File: src/shared/mbr_consts.svh
// Offsets, reset values, identifiers and timing constants of the router
`ifndef MBR_CONSTS_SVH
`define MBR_CONSTS_SVH

// Timing
`define MBR_CLK_PERIOD_NS 4
`define MBR_NS_PER_MS 1000000
`define MBR_TIMEOUT_MS 16'h1388
`define MBR_SLOT_MS 16'h0028
`define MBR_WIN_MS 16'h0514
`define MBR_RETRIES 4'h8

// Station identifiers
`define MBR_SRV_ID_MIN 8'h01
`define MBR_SRV_ID_MAX 8'hF6
`define MBR_SRV_ID_RST 8'h01
`define MBR_ID_RADIO 8'h01
`define MBR_ID_LOCAL 8'hC7
`define MBR_ID_BASE 8'hC8
`define MBR_ID_LCD 8'hC9
`define MBR_WL_FIRST_RST 8'h0B
`define MBR_WL_COUNT_RST 8'h32
`define MBR_WL_COUNT_MAX 8'h64

// Register offsets
`define MBR_REG_SRV_ID 16'h0000
`define MBR_REG_TIMEOUT 16'h0001
`define MBR_REG_CTRL 16'h0002
`define MBR_REG_STATUS 16'h0003
`define MBR_REG_LOST 16'h0004
`define MBR_REG_WL_FIRST 16'h1966
`define MBR_REG_WL_COUNT 16'h1967

`endif

File: src/shared/mbr_pkg.sv
// Types shared by the router engine and the radio forwarder
package mbr_pkg;
   typedef enum logic [2:0] {
      E_IDLE = 3'b000,
      E_SEND = 3'b001,
      E_SENT = 3'b010,
      E_TIME = 3'b011
   } mbr_state_e;

   typedef enum logic [2:0] {
      D_WIRED = 3'b000,
      D_RADIO = 3'b001,
      D_WIRELESS = 3'b010,
      D_LOCAL = 3'b011,
      D_BASE = 3'b100,
      D_LCD = 3'b101
   } mbr_dest_e;

   typedef enum logic [1:0] {
      R_IDLE = 2'b00,
      R_TX = 2'b01,
      R_WAIT = 2'b10,
      R_BACK = 2'b11
   } mbr_radio_e;
endpackage

File: src/rtl/mbr_router.sv
// Client transaction engine with ID routing, response timeout and server port
//
// Chosen here: the strobed register port and the register offsets.
`include "mbr_consts.svh"
// How it works
// - Server port answers only its ID 1..246
// - Server port reaches local storage registers only
// - Forward wireless-range IDs over radio, default 11..60
// - Wireless first ID at 6502, default 11
// - Wireless ID count at 6503, max 100
// - One engine, transactions strictly one after another
// - No response before timeout means lost, move on
// - Timeout counts from request sent to response
// - Timeout defaults to five seconds
// - IDs 1, 199, 200, 201 are internal devices
// - Without radio, 11..60 stay wired
// - Radio retries up to eight times
// - Random wait below one slot before retry
// - Receive window 1.3 s, slot 0.04 s
module mbr_router
#(
   parameter int MS_CYCLES = `MBR_NS_PER_MS / `MBR_CLK_PERIOD_NS
)
(
   // Clock and reset
   input wire logic clk,
   input wire logic srst,
   // Register port
   input wire logic [15:0] reg_addr,
   input wire logic [15:0] reg_wdata,
   input wire logic reg_wr,
   input wire logic reg_rd,
   output logic [15:0] reg_rdata,
   // Queued client operations
   input wire logic op_valid,
   input wire logic [7:0] op_id,
   output logic op_ready,
   output logic op_done,
   output logic op_lost,
   // Client bus transmitter and receiver
   output logic tx_start,
   output logic [7:0] tx_id,
   output logic [2:0] tx_dest,
   input wire logic tx_sent,
   input wire logic rsp_valid,
   input wire logic [7:0] rsp_id,
   // Radio air side
   output logic air_tx,
   output logic [7:0] air_id,
   input wire logic air_ack,
   output logic rx_window,
   // Server port
   input wire logic srv_valid,
   input wire logic [7:0] srv_id,
   input wire logic srv_local,
   input wire logic srv_write,
   input wire logic [3:0] srv_addr,
   input wire logic [15:0] srv_wdata,
   output logic srv_ack,
   output logic srv_except,
   output logic [15:0] srv_rdata
);
   mbr_pkg::mbr_state_e state;
   mbr_pkg::mbr_state_e next_state;
   mbr_pkg::mbr_dest_e dest;
   logic [7:0] srv_id_cfg;
   logic [15:0] timeout_ms;
   logic radio_present;
   logic [7:0] wl_first;
   logic [7:0] wl_count;
   logic [15:0] lost_count;
   logic last_lost;
   logic [2:0] last_dest;
   logic [7:0] cur_id;
   logic [15:0] tmo_ms;
   logic [31:0] tmo_sub;
   logic [31:0] free_sub;
   logic ms_tick;
   logic [15:0] local_mem [0:15];
   logic radio_busy;

   // Decode
   logic take_op;
   logic rsp_hit;
   logic tmo_tick;
   logic tmo_hit;
   logic [8:0] wl_end;
   logic in_wl;
   logic srv_id_ok;
   logic srv_mine;
   logic wr_srv_id;
   logic wr_timeout;
   logic wr_ctrl;
   logic wr_lost;
   logic wr_first;
   logic wr_count;
   logic [7:0] next_count;
   logic [15:0] status_word;
   logic [15:0] next_rdata;

   assign take_op = op_valid && op_ready;
   assign rsp_hit = (state == mbr_pkg::E_TIME) && rsp_valid && (rsp_id == cur_id);
   assign tmo_tick = (tmo_sub == MS_CYCLES - 1);
   assign tmo_hit = (state == mbr_pkg::E_TIME) && !rsp_hit && tmo_tick && (tmo_ms + 16'h0001 >= timeout_ms);
   assign wl_end = {1'b0, wl_first} + {1'b0, wl_count};
   // Range only active with the radio fitted; otherwise those IDs are wired
   assign in_wl = radio_present && (op_id >= wl_first) && ({1'b0, op_id} < wl_end);
   assign dest = (op_id == `MBR_ID_RADIO) ? mbr_pkg::D_RADIO :
                 (op_id == `MBR_ID_LOCAL) ? mbr_pkg::D_LOCAL :
                 (op_id == `MBR_ID_BASE) ? mbr_pkg::D_BASE :
                 (op_id == `MBR_ID_LCD) ? mbr_pkg::D_LCD :
                 in_wl ? mbr_pkg::D_WIRELESS : mbr_pkg::D_WIRED;

   assign srv_id_ok = (reg_wdata[7:0] >= `MBR_SRV_ID_MIN) && (reg_wdata[7:0] <= `MBR_SRV_ID_MAX)
                      && (reg_wdata[15:8] == 8'h00);
   assign srv_mine = srv_valid && (srv_id == srv_id_cfg);
   assign wr_srv_id = reg_wr && (reg_addr == `MBR_REG_SRV_ID);
   assign wr_timeout = reg_wr && (reg_addr == `MBR_REG_TIMEOUT);
   assign wr_ctrl = reg_wr && (reg_addr == `MBR_REG_CTRL);
   assign wr_lost = reg_wr && (reg_addr == `MBR_REG_LOST);
   assign wr_first = reg_wr && (reg_addr == `MBR_REG_WL_FIRST);
   assign wr_count = reg_wr && (reg_addr == `MBR_REG_WL_COUNT);
   // Oversized counts saturate rather than being dropped
   assign next_count = (reg_wdata > {8'h00, `MBR_WL_COUNT_MAX}) ? `MBR_WL_COUNT_MAX : reg_wdata[7:0];
   assign status_word = {7'h00, radio_busy, last_lost, last_dest, 1'b0, state};
   assign next_rdata = !reg_rd ? 16'h0000 :
                       (reg_addr == `MBR_REG_SRV_ID) ? {8'h00, srv_id_cfg} :
                       (reg_addr == `MBR_REG_TIMEOUT) ? timeout_ms :
                       (reg_addr == `MBR_REG_CTRL) ? {15'h0000, radio_present} :
                       (reg_addr == `MBR_REG_STATUS) ? status_word :
                       (reg_addr == `MBR_REG_LOST) ? lost_count :
                       (reg_addr == `MBR_REG_WL_FIRST) ? {8'h00, wl_first} :
                       (reg_addr == `MBR_REG_WL_COUNT) ? {8'h00, wl_count} : 16'h0000;

   always_comb
   begin
      next_state = state;
      case (state)
         mbr_pkg::E_IDLE: if (take_op) next_state = mbr_pkg::E_SEND;
         mbr_pkg::E_SEND: next_state = mbr_pkg::E_SENT;
         mbr_pkg::E_SENT: if (tx_sent) next_state = mbr_pkg::E_TIME;
         mbr_pkg::E_TIME: if (rsp_hit || tmo_hit) next_state = mbr_pkg::E_IDLE;
         default: next_state = mbr_pkg::E_IDLE;
      endcase
   end

   // Configuration registers
   always_ff @(posedge clk)
   begin
      if (srst)
      begin
         srv_id_cfg <= `MBR_SRV_ID_RST;
         timeout_ms <= `MBR_TIMEOUT_MS;
         radio_present <= 1'b1;
         wl_first <= `MBR_WL_FIRST_RST;
         wl_count <= `MBR_WL_COUNT_RST;
      end
      else
      begin
         if (wr_srv_id && srv_id_ok)
            srv_id_cfg <= reg_wdata[7:0];
         if (wr_timeout)
            timeout_ms <= reg_wdata;
         if (wr_ctrl)
            radio_present <= reg_wdata[0];
         if (wr_first)
            wl_first <= reg_wdata[7:0];
         if (wr_count)
            wl_count <= next_count;
      end
   end

   // Engine and timeout counter
   always_ff @(posedge clk)
   begin
      if (srst)
      begin
         state <= mbr_pkg::E_IDLE;
         op_ready <= 1'b0;
         op_done <= 1'b0;
         op_lost <= 1'b0;
         tx_start <= 1'b0;
         tx_id <= 8'h00;
         tx_dest <= 3'h0;
         cur_id <= 8'h00;
         tmo_ms <= 16'h0000;
         tmo_sub <= 32'h0000_0000;
      end
      else
      begin
         state <= next_state;
         op_ready <= (next_state == mbr_pkg::E_IDLE) && !take_op;
         op_done <= rsp_hit;
         op_lost <= tmo_hit;
         tx_start <= (next_state == mbr_pkg::E_SEND);
         if (take_op)
         begin
            cur_id <= op_id;
            tx_id <= op_id;
            tx_dest <= dest;
         end
         // Timer runs only between request sent and response
         if (state != mbr_pkg::E_TIME)
         begin
            tmo_ms <= 16'h0000;
            tmo_sub <= 32'h0000_0000;
         end
         else if (tmo_tick)
         begin
            tmo_sub <= 32'h0000_0000;
            tmo_ms <= tmo_ms + 16'h0001;
         end
         else
            tmo_sub <= tmo_sub + 32'h0000_0001;
      end
   end

   // Status, lost counter and register read
   always_ff @(posedge clk)
   begin
      if (srst)
      begin
         lost_count <= 16'h0000;
         last_lost <= 1'b0;
         last_dest <= 3'h0;
         reg_rdata <= 16'h0000;
         free_sub <= 32'h0000_0000;
         ms_tick <= 1'b0;
      end
      else
      begin
         reg_rdata <= next_rdata;
         // A loss in the clearing cycle still counts
         if (tmo_hit)
            lost_count <= wr_lost ? 16'h0001 : lost_count + 16'h0001;
         else if (wr_lost)
            lost_count <= 16'h0000;
         if (rsp_hit || tmo_hit)
         begin
            last_lost <= tmo_hit;
            last_dest <= tx_dest;
         end
         ms_tick <= (free_sub == MS_CYCLES - 1);
         free_sub <= (free_sub == MS_CYCLES - 1) ? 32'h0000_0000 : free_sub + 32'h0000_0001;
      end
   end

   // Server port: own ID only, local storage only
   always_ff @(posedge clk)
   begin
      if (srst)
      begin
         srv_ack <= 1'b0;
         srv_except <= 1'b0;
         srv_rdata <= 16'h0000;
      end
      else
      begin
         srv_ack <= srv_mine && srv_local;
         srv_except <= srv_mine && !srv_local;
         srv_rdata <= (srv_mine && srv_local && !srv_write) ? local_mem[srv_addr] : 16'h0000;
      end
   end

   // Local storage; no reset, contents belong to the application
   always_ff @(posedge clk)
   begin
      if (srv_mine && srv_local && srv_write)
         local_mem[srv_addr] <= srv_wdata;
   end

   // Wireless requests are carried by the radio once on the bus
   mbr_radio_fwd u_radio
   (
      .clk(clk),
      .srst(srst),
      .ms_tick(ms_tick),
      .start((state == mbr_pkg::E_SENT) && tx_sent && (tx_dest == mbr_pkg::D_WIRELESS)),
      .id(cur_id),
      .air_ack(air_ack),
      .air_tx(air_tx),
      .air_id(air_id),
      .rx_window(rx_window),
      .busy(radio_busy)
   );

   a_srv_only_own: assert property (@(posedge clk) disable iff (srst)
      (srv_ack || srv_except) |-> $past(srv_valid && srv_id == srv_id_cfg))
      else $error("server port answered a foreign ID");
   a_srv_id_legal: assert property (@(posedge clk) disable iff (srst)
      (srv_id_cfg >= `MBR_SRV_ID_MIN) && (srv_id_cfg <= `MBR_SRV_ID_MAX))
      else $error("server ID outside legal range");
   a_srv_local_only: assert property (@(posedge clk) disable iff (srst)
      srv_ack |-> $past(srv_local))
      else $error("server port acked a non-local access");
   a_wl_route: assert property (@(posedge clk) disable iff (srst)
      (take_op && op_id >= wl_first && {1'b0, op_id} < wl_end && op_id > `MBR_ID_RADIO
       && op_id < `MBR_ID_LOCAL) |=> (tx_dest == (radio_present ? 3'h2 : 3'h0)))
      else $error("wireless range routed wrongly");
   a_count_cap: assert property (@(posedge clk) disable iff (srst) wl_count <= `MBR_WL_COUNT_MAX)
      else $error("wireless count above limit");
   a_one_at_time: assert property (@(posedge clk) disable iff (srst)
      take_op |=> !op_ready && tx_start ##1 !tx_start)
      else $error("second operation taken while busy");
   a_lost_after_tmo: assert property (@(posedge clk) disable iff (srst)
      op_lost |-> $past(state == mbr_pkg::E_TIME) && $past(tmo_ms) + 16'h0001 >= $past(timeout_ms))
      else $error("lost declared before timeout");
   a_timer_start: assert property (@(posedge clk) disable iff (srst)
      (state == mbr_pkg::E_SENT && tx_sent) |=> (state == mbr_pkg::E_TIME && tmo_ms == 16'h0000))
      else $error("timer not started at request sent");
   a_tmo_default: assert property (@(posedge clk) disable iff (srst)
      $past(srst) |-> timeout_ms == `MBR_TIMEOUT_MS)
      else $error("timeout default wrong after reset");
   a_fixed_ids: assert property (@(posedge clk) disable iff (srst)
      (take_op && op_id == `MBR_ID_LOCAL) |=> tx_dest == 3'h3)
      else $error("local register ID misrouted");
   a_resp_cancel: assert property (@(posedge clk) disable iff (srst)
      rsp_hit |=> op_done && !op_lost && state == mbr_pkg::E_IDLE ##1 op_ready)
      else $error("response did not end transaction");

   c_done: cover property (@(posedge clk) disable iff (srst) op_done);
   c_lost: cover property (@(posedge clk) disable iff (srst) op_lost);
   c_wireless: cover property (@(posedge clk) disable iff (srst) tx_start && tx_dest == 3'h2);
   c_srv: cover property (@(posedge clk) disable iff (srst) srv_ack ##1 srv_except);
endmodule // mbr_router

File: src/rtl/mbr_radio_fwd.sv
// Radio forwarder: slot-paced attempts, bounded retries, random backoff
`include "mbr_consts.svh"
module mbr_radio_fwd
(
   // Clock and reset
   input wire logic clk,
   input wire logic srst,
   // Millisecond tick
   input wire logic ms_tick,
   // Forward request
   input wire logic start,
   input wire logic [7:0] id,
   // Air side
   input wire logic air_ack,
   output logic air_tx,
   output logic [7:0] air_id,
   output logic rx_window,
   output logic busy
);
   mbr_pkg::mbr_radio_e state;
   mbr_pkg::mbr_radio_e next_state;
   logic [3:0] retries;
   logic [15:0] ms_cnt;
   logic [15:0] win_cnt;
   logic [15:0] lfsr;
   logic [5:0] rnd;
   logic slot_over;
   logic give_up;

   // Backoff of 0..39 ms, never a full slot
   assign rnd = (lfsr[5:0] > 6'h27) ? (lfsr[5:0] - 6'h18) : lfsr[5:0];
   assign slot_over = ms_tick && (ms_cnt == `MBR_SLOT_MS - 16'h0001);
   assign give_up = (retries == `MBR_RETRIES);

   always_comb
   begin
      next_state = state;
      case (state)
         mbr_pkg::R_IDLE: if (start) next_state = mbr_pkg::R_TX;
         mbr_pkg::R_TX: next_state = mbr_pkg::R_WAIT;
         mbr_pkg::R_WAIT:
            if (air_ack) next_state = mbr_pkg::R_IDLE;
            else if (slot_over) next_state = give_up ? mbr_pkg::R_IDLE : mbr_pkg::R_BACK;
         mbr_pkg::R_BACK: if (ms_cnt == 16'h0000) next_state = mbr_pkg::R_TX;
         default: next_state = mbr_pkg::R_IDLE;
      endcase
   end

   always_ff @(posedge clk)
   begin
      if (srst)
      begin
         state <= mbr_pkg::R_IDLE;
         retries <= 4'h0;
         ms_cnt <= 16'h0000;
         lfsr <= 16'hACE1;
         air_tx <= 1'b0;
         air_id <= 8'h00;
         busy <= 1'b0;
      end
      else
      begin
         state <= next_state;
         lfsr <= {lfsr[14:0], lfsr[15] ^ lfsr[13] ^ lfsr[12] ^ lfsr[10]};
         air_tx <= (next_state == mbr_pkg::R_TX);
         busy <= (next_state != mbr_pkg::R_IDLE);
         if (state == mbr_pkg::R_IDLE && start)
         begin
            retries <= 4'h0;
            air_id <= id;
         end
         if (state == mbr_pkg::R_TX)
            ms_cnt <= 16'h0000;
         else if (state == mbr_pkg::R_WAIT && slot_over && !give_up)
         begin
            retries <= retries + 4'h1;
            ms_cnt <= {10'h000, rnd};
         end
         else if (state == mbr_pkg::R_WAIT && ms_tick)
            ms_cnt <= ms_cnt + 16'h0001;
         else if (state == mbr_pkg::R_BACK && ms_tick && ms_cnt != 16'h0000)
            ms_cnt <= ms_cnt - 16'h0001;
      end
   end

   // Receive window opens once per window period
   always_ff @(posedge clk)
   begin
      if (srst)
      begin
         win_cnt <= 16'h0000;
         rx_window <= 1'b0;
      end
      else
      begin
         rx_window <= ms_tick && (win_cnt == `MBR_WIN_MS - 16'h0001);
         if (ms_tick)
            win_cnt <= (win_cnt == `MBR_WIN_MS - 16'h0001) ? 16'h0000 : win_cnt + 16'h0001;
      end
   end

   a_retry_bound: assert property (@(posedge clk) disable iff (srst) retries <= `MBR_RETRIES)
      else $error("retry count above limit");
   a_backoff_short: assert property (@(posedge clk) disable iff (srst)
      (state == mbr_pkg::R_BACK) |-> (ms_cnt < `MBR_SLOT_MS))
      else $error("backoff longer than one slot");
   a_window_period: assert property (@(posedge clk) disable iff (srst)
      rx_window |-> (win_cnt == 16'h0000))
      else $error("receive window off its period");
endmodule // mbr_radio_fwd

File: config.mk
export PLATFORM = sky130hd
export DESIGN_NAME = mbr_router
export DESIGN_NICKNAME = d
export VERILOG_FILES = /design/src/shared/mbr_pkg.sv /design/src/rtl/mbr_router.sv /design/src/rtl/mbr_radio_fwd.sv
export VERILOG_INCLUDE_DIRS = /design/src /design/src/shared
export SDC_FILE = /design/constraint.sdc
export NUM_CORES = 1
export LEC_CHECK = 0
export BUFFER_PORTS_ARGS = -buffer_cell sky130_fd_sc_hd__buf_2
export CORE_MARGIN = 2
export CORE_UTILIZATION = 30
export CTS_BUF_LIST = sky130_fd_sc_hd__clkbuf_8
export DETAILED_ROUTE_END_ITERATION = 16
export GPL_TIMING_DRIVEN = 1
export PLACE_DENSITY = 0.47
export SLEW_MARGIN = 20
export SYNTH_ARGS = -nofsm -noshare
export SYNTH_HDL_FRONTEND = slang
export SYNTH_SLANG_ARGS = --single-unit
File: constraint.sdc
create_clock -name clk -period 9 [get_ports clk]
set_input_delay 2.25 -clock clk [delete_from_list [all_inputs] [get_ports clk]]
set_output_delay 2.25 -clock clk [all_outputs]
set_load 0.03 [all_outputs]
== Word-level counts from Yosys, hierarchy flattened ==
Memory sizes are Yosys's and may differ from the RTL's. A register that Yosys moved wholly into a read port is not among the register bits.
Index checks and enable logic that the tools add are counted.

* Add/sub/neg operators: 10
* Order comparisons: 7
* Equality and inequality tests: 27
* Muxes and demuxes: 36
* Bitwise operators: 5
* Reduce and logical (&&, ||, !) cells: 58

{| class="wikitable"
|+ Operator list
! cell !! number
|-
| two-way mux 16 bit || 10
|-
| adder 16 x 1 -> 16 bit (second input constant) || 4
|-
| adder 32 x 1 -> 32 bit (second input constant) || 2
|-
| equality test 32 x 18 -> 1 bit (second input constant) || 2
|-
| logical AND 1 bit || 33
|-
| equality test 16 x 13 -> 1 bit (second input constant) || 2
|-
| equality test 16 x 2 -> 1 bit (second input constant) || 2
|-
| logical NOT 16 bit || 2
|-
| two-way mux 8 bit || 4
|-
| equality test 8 bit (second input constant) || 3
|-
| two-way mux 3 bit || 7
|-
| equality test 16 x 1 -> 1 bit (second input constant) || 1
|-
| equality test 16 x 11 -> 1 bit (second input constant) || 1
|-
| equality test 16 x 3 -> 1 bit (second input constant) || 1
|-
| equality test 16 x 6 -> 1 bit (second input constant) || 1
|-
| equality test 8 bit || 2
|-
| >= comparator 16 bit || 1
|-
| greater-than comparator 16 x 7 -> 1 bit (second input constant) || 1
|-
| nonzero test 16 bit || 1
|-
| subtractor 16 x 1 -> 16 bit (second input constant) || 1
|-
| two-way mux 2 bit || 6
|-
| two-way mux 4 bit || 3
|-
| two-way mux 6 bit || 2
|-
| case mux 3 bit (4 select lines) || 1
|-
| other kinds (28) || 50
|}

* Register bits: 243
* Memory bits (writable): 256
* Input bits: 87
* Output and inout port bits: 59
* Logic and storage cells: 177
* Memories kept: 1

{| class="wikitable"
|+ Memories
! memory !! words !! bits a word !! read ports !! clocked after Yosys merged registers in !! write ports !! RTL line !! source
|-
| local_mem || 16 || 16 || 1 || 1 || 1 || mbr_router.sv:79 || <nowiki>logic [15:0] local_mem [0:15];</nowiki>
|}

== Longest topological paths before layout ==
* Depth after elaboration: 12
* Depth in mapped cells: 15
* Mapped depth without buffers: 14

== By module ==
A second synthesis with hierarchy kept.

* Cells, all modules: 1876
* Area, all modules: 22362.7 um2

{| class="wikitable"
|+ By module, submodules not included
! module !! instances !! cells each !! area each (um2) !! sequential area each (um2)
|-
| mbr_router || 1 || 1488 || 19034.5 || 11571.1
|-
| mbr_radio_fwd || 1 || 388 || 3328.2 || 1301.2
|}

== Worst setup path after synthesis ==
Ideal clock, no wire load.

* Kind: input -> register
* Start point: input port srv_addr[2]
* End point: memory local_mem[12][0], enable pin
* Setup time: 0.409 ns
* Arrival time: 4.640 ns
* Required time: 8.591 ns
* Setup slack: 3.950 ns
* Cell stages on the path: 4
* Buffers on the path: 2
* Cell sequence: clkbuf_1 clkbuf_1 nand3_1 nor3_1

{| class="wikitable"
|+ RTL lines
! item !! RTL line !! source
|-
| from (decl) || mbr_router.sv:57 || <nowiki>input wire logic [3:0] srv_addr,</nowiki>
|-
| to (decl) || mbr_router.sv:79 ||
|}

No word-level cell before the write port.

== Worst setup path after layout ==
* Start point: input port reg_addr[10]
* End point: register timeout_ms[13]

* Word-level cells in the longest chain between the ends: 2

{| class="wikitable"
|+ Ends and longest elaborated chain
! item !! RTL line !! source
|-
| from (decl) || mbr_router.sv:29 || <nowiki>input wire logic [15:0] reg_addr,</nowiki>
|-
| equality test 16 x 1 -> 1 bit (no source line) || n/a ||
|-
| logical AND 1 bit || mbr_router.sv:118 || <nowiki>assign wr_timeout = reg_wr && (reg_addr == `MBR_REG_TIMEOUT);</nowiki>
|-
| to (signal assigned) || mbr_router.sv:153 || <nowiki>timeout_ms <= `MBR_TIMEOUT_MS;</nowiki>
|-
| to (signal assigned) || mbr_router.sv:163 || <nowiki>timeout_ms <= reg_wdata;</nowiki>
|-
| to (decl) || mbr_router.sv:67 || <nowiki>logic [15:0] timeout_ms;</nowiki>
|}

No other way between the ends.
A chain may end at the register's enable or synchronous reset.

==> impl_results.md <==
* Clk network pwr share at 45.3%
* Max-cap violations at 0
* Clk pin slew, worst setup/hold paths at approximately 0.050 ns
* Starting Density at 30.4%
* VDD IR max at around 0.11 mV
* Crit Path Max Fanout at 16
* Sequential share of the synthesized area at between 50 and 60%
* Met3 routed WL at a little over 4 mm
* Worst hold path class: register to register
* Post-cts resize count at 0
* Die ar. at around 0.076 sq mm
* Max_slew headroom at between 30% and 40%
* First-pass GRT wire length at between 90 and 100 mm
* Leading registers by flop count: local_mem (256), free_sub (32), tmo_sub (32)
* Largest register FFs at 256
* Critical-path cell list: buf_2 > or4_4 > nor3_4 > nand2_1 > nor3b_2 > nand2_1 > nand2_1 > a21oi_1
* Final core occ at 35.5%
* Minimum clock period after layout at 4.72 ns
* DRC Markers at 0
* Global route overflow at 0
* Total setup buffers inserted after CTS at 0
* Vias per inst at between 4 and 5
* Yosys cell types at 70
* Sw frac at 23.5%
* Rows at between 90 and 100
* Total Routing Usage GR at 15.2%
* Via Count at between 15000 and 20000
* Clock sink count at just over 500
* Post-synth EDFFs at about 260
* Comb pwr share at 3.7%
* Antenna Violating Nets Remaining at 0
* Net Switching at between 1000 and 1500 uW
* Worst path top cell family by delay: simple AND/OR/NAND/NOR gates
* Synth Register Bits at slightly above 500
* Clock skew at between 0.06 and 0.07 ns
* Int Power at between 3000 and 4000 uW
* Slowest cell on the critical path: nor3b_2
* I/O Buffers at ~150
* Inserted Clock Buffers at 94
* Clock latency on the worst-skew pair at 0.71 ns
* Synth Net Count at between 2000 and 2500
* WL met2 at about 26 mm
* Pwr/cell area at 187 mW/mm^2
* Final Hold Violating Endpoints at 0
* Most used cell, CP: nand2_1
* Met1 wire length at roughly 27 mm
* I/O pin cnt at 146
* Crit Path Class: primary input to register
* Largest Register: local_mem
* GPL Wtd Cong at 0.828
* Vias in the first global route at approximately 15000
* Status: finished clean
* Post-DP HPWL at between 30 and 40 mm
* CTS tree: built
* Root Buffer: clkbuf_8
* Syn Area/Cell at between 10 and 15 sq um
* DR pass1 iterations at 6
* Critical Path Start Type: primary input
* Clock Tree Buf Depth at 3
* Worst Path Required at 9.51 ns
* Post-Syn Instances at between 1500 and 2000
* Max Used Layer: met5
* Worst-Margin Slew at between 0.9 and 1 ns
* Pwr Total at 4850 uW
* Core area at between 0.07 and 0.08 sq mm
* WP buf/inv at 1
* Post-route cell area at between 0.02 and 0.03 sq mm
* Slew Limit Fails at 0
* Die Y at around 280 um
* Initial antenna violation count at 15
* Setup TNS at 0 ns
* Area grow syn2layout at 16.8%
* Layout cell share with drive strength beyond 1 at between 10% and 20%
* WL/cell at around 19 um
* Final period util at 52.5%
* Post-synth ARST share at 0%
* Largest net degree at the start of global routing at 49
* Starting DRT DRC Count at between 1000 and 1500
* Max H-tree Level at 3
* Crit path DAT at 5.23 ns
* Max Fclk at about 210 MHz
* Die Span X at 276 um
* Seq pwr share at 51.0%
* Post-Syn Area at between 0.02 and 0.025 sq mm
* Final setup violation count at 0
* Hold-fix buffers, CTS at 0
* Primary FF master, synth: dfxtp_1
* Synth warn at 0
* Crit. End Element: register
* Max incr delay on CP at between 0.7 and 0.8 ns
* RSZ-0062 raised after global routing: false
* Final WL at about 59 mm
* Pleak at slightly above 0.009 uW
* Nets at approximately 2200
* Post-place instance area at 0.0241 sq mm
## routing by layer
metal,vias to the layer above,GRT usage (%)
li1,7233,-
met1,7442,20.5
met2,409,23.6
met3,114,4.06
met4,14,5.13
met5,-,0
## area by class of cell
class	instances	area (sq um)
fill	7164	47200
timing repair buffer	165	881
clock buffer	108	1490
antenna	5	12.5
inverter	47	176
multi-input combinational	1236	8950
clock inverter	63	397
tap	959	1200
sequential	515	12900
## power by group through the flow
stage	combinational, uW	sequential (uW)	clock (uW)
detailed placement	179	2530	0
global route	194	2480	2380
floorplan	101	2530	0
finish	177	2480	2200
global placement	176	2530	0
CTS	180	2480	2280
## placed cells by master (no fill, tap or decap), drive strengths merged, types with 7 or more instances in the layout
| master | count |
|---|---|
| nor3 | 34 |
| nor2b | 28 |
| nand2b | 14 |
| clkbuf | 108 |
| and2 | 9 |
| xor2 | 76 |
| nand3 | 48 |
| or2 | 14 |
| o21ai | 40 |
| buf | 165 |
| a21oi | 108 |
| nand4 | 38 |
| nand3b | 10 |
| clkinv | 28 |
| or4 | 8 |
| mux2i | 13 |
| dfxtp | 259 |
| or3 | 24 |
| edfxtp | 256 |
| a211oi | 11 |
| nor4 | 31 |
| xnor2 | 66 |
| nor4b | 9 |
| inv | 80 |
| nor3b | 7 |
| and3 | 23 |
| nor2 | 194 |
| nand2 | 202 |
| mux4 | 80 |
| a22oi | 11 |
| a21o | 12 |
| ha | 61 |
## synthesized netlist by cell type (all sizes together), types with 13 or more instances
cell type  instances  share of area, %
nand3             48               1.1
nor2             194               3.3
nor2b             28              0.79
mux2i             13              0.59
inv               47              0.79
xor2              76               3.0
clkbuf            57              0.97
nand2b            14              0.39
edfxtp           256                35
nor3              34              0.84
or3               24              0.68
nand2            202               3.4
mux4              80               8.1
a21oi            108               2.4
nand4             38               1.1
and3              23              0.65
buf               20              0.44
o21ai             40              0.90
xnor2             66               2.6
ha                61               3.4
nor4              31               1.0
or2               14              0.39
dfxtp            259                23
## worst paths after layout
check / from / end / slack (ns) / cells after the start
max: reg_addr[10] / timeout_ms[13] / 4.28 / 8
min reg2reg: u_radio.lfsr[14] / u_radio.lfsr[15] / 0.41 / 1
min: u_radio.lfsr[14] / u_radio.lfsr[15] / 0.41 / 1
max reg2reg: tmo_ms[0] / op_ready / 4.69 / 13
## stage by stage
stage | std cells | hold slack [ns] | setup slack [ns]
after floorplan | 1875 | 0.389 | 3.95
after global placement | 2922 | 0.392 | 3.70
after detailed placement | 2922 | 0.397 | 3.51
after CTS | 3093 | 0.409 | 4.25
after global routing | 3095 | 0.419 | 3.94
final | 3098 | 0.408 | 4.28
## cell families (layout without fill, tap and decap cells)
group	Yosys count	after routing	share of synthesized area, %
adders and majority gates	63	63	3.61
buffers and inverters	124	383	2.20
other	1	6	0.0169
muxes	94	94	8.74
AOI/OAI and AO/OA	236	236	6.50
and+or+nand+nor	700	700	15.4
DFF	515	515	57.9
xor gates and xnor gates	142	142	5.59
Note: power is estimated with default switching activity, not from simulation.
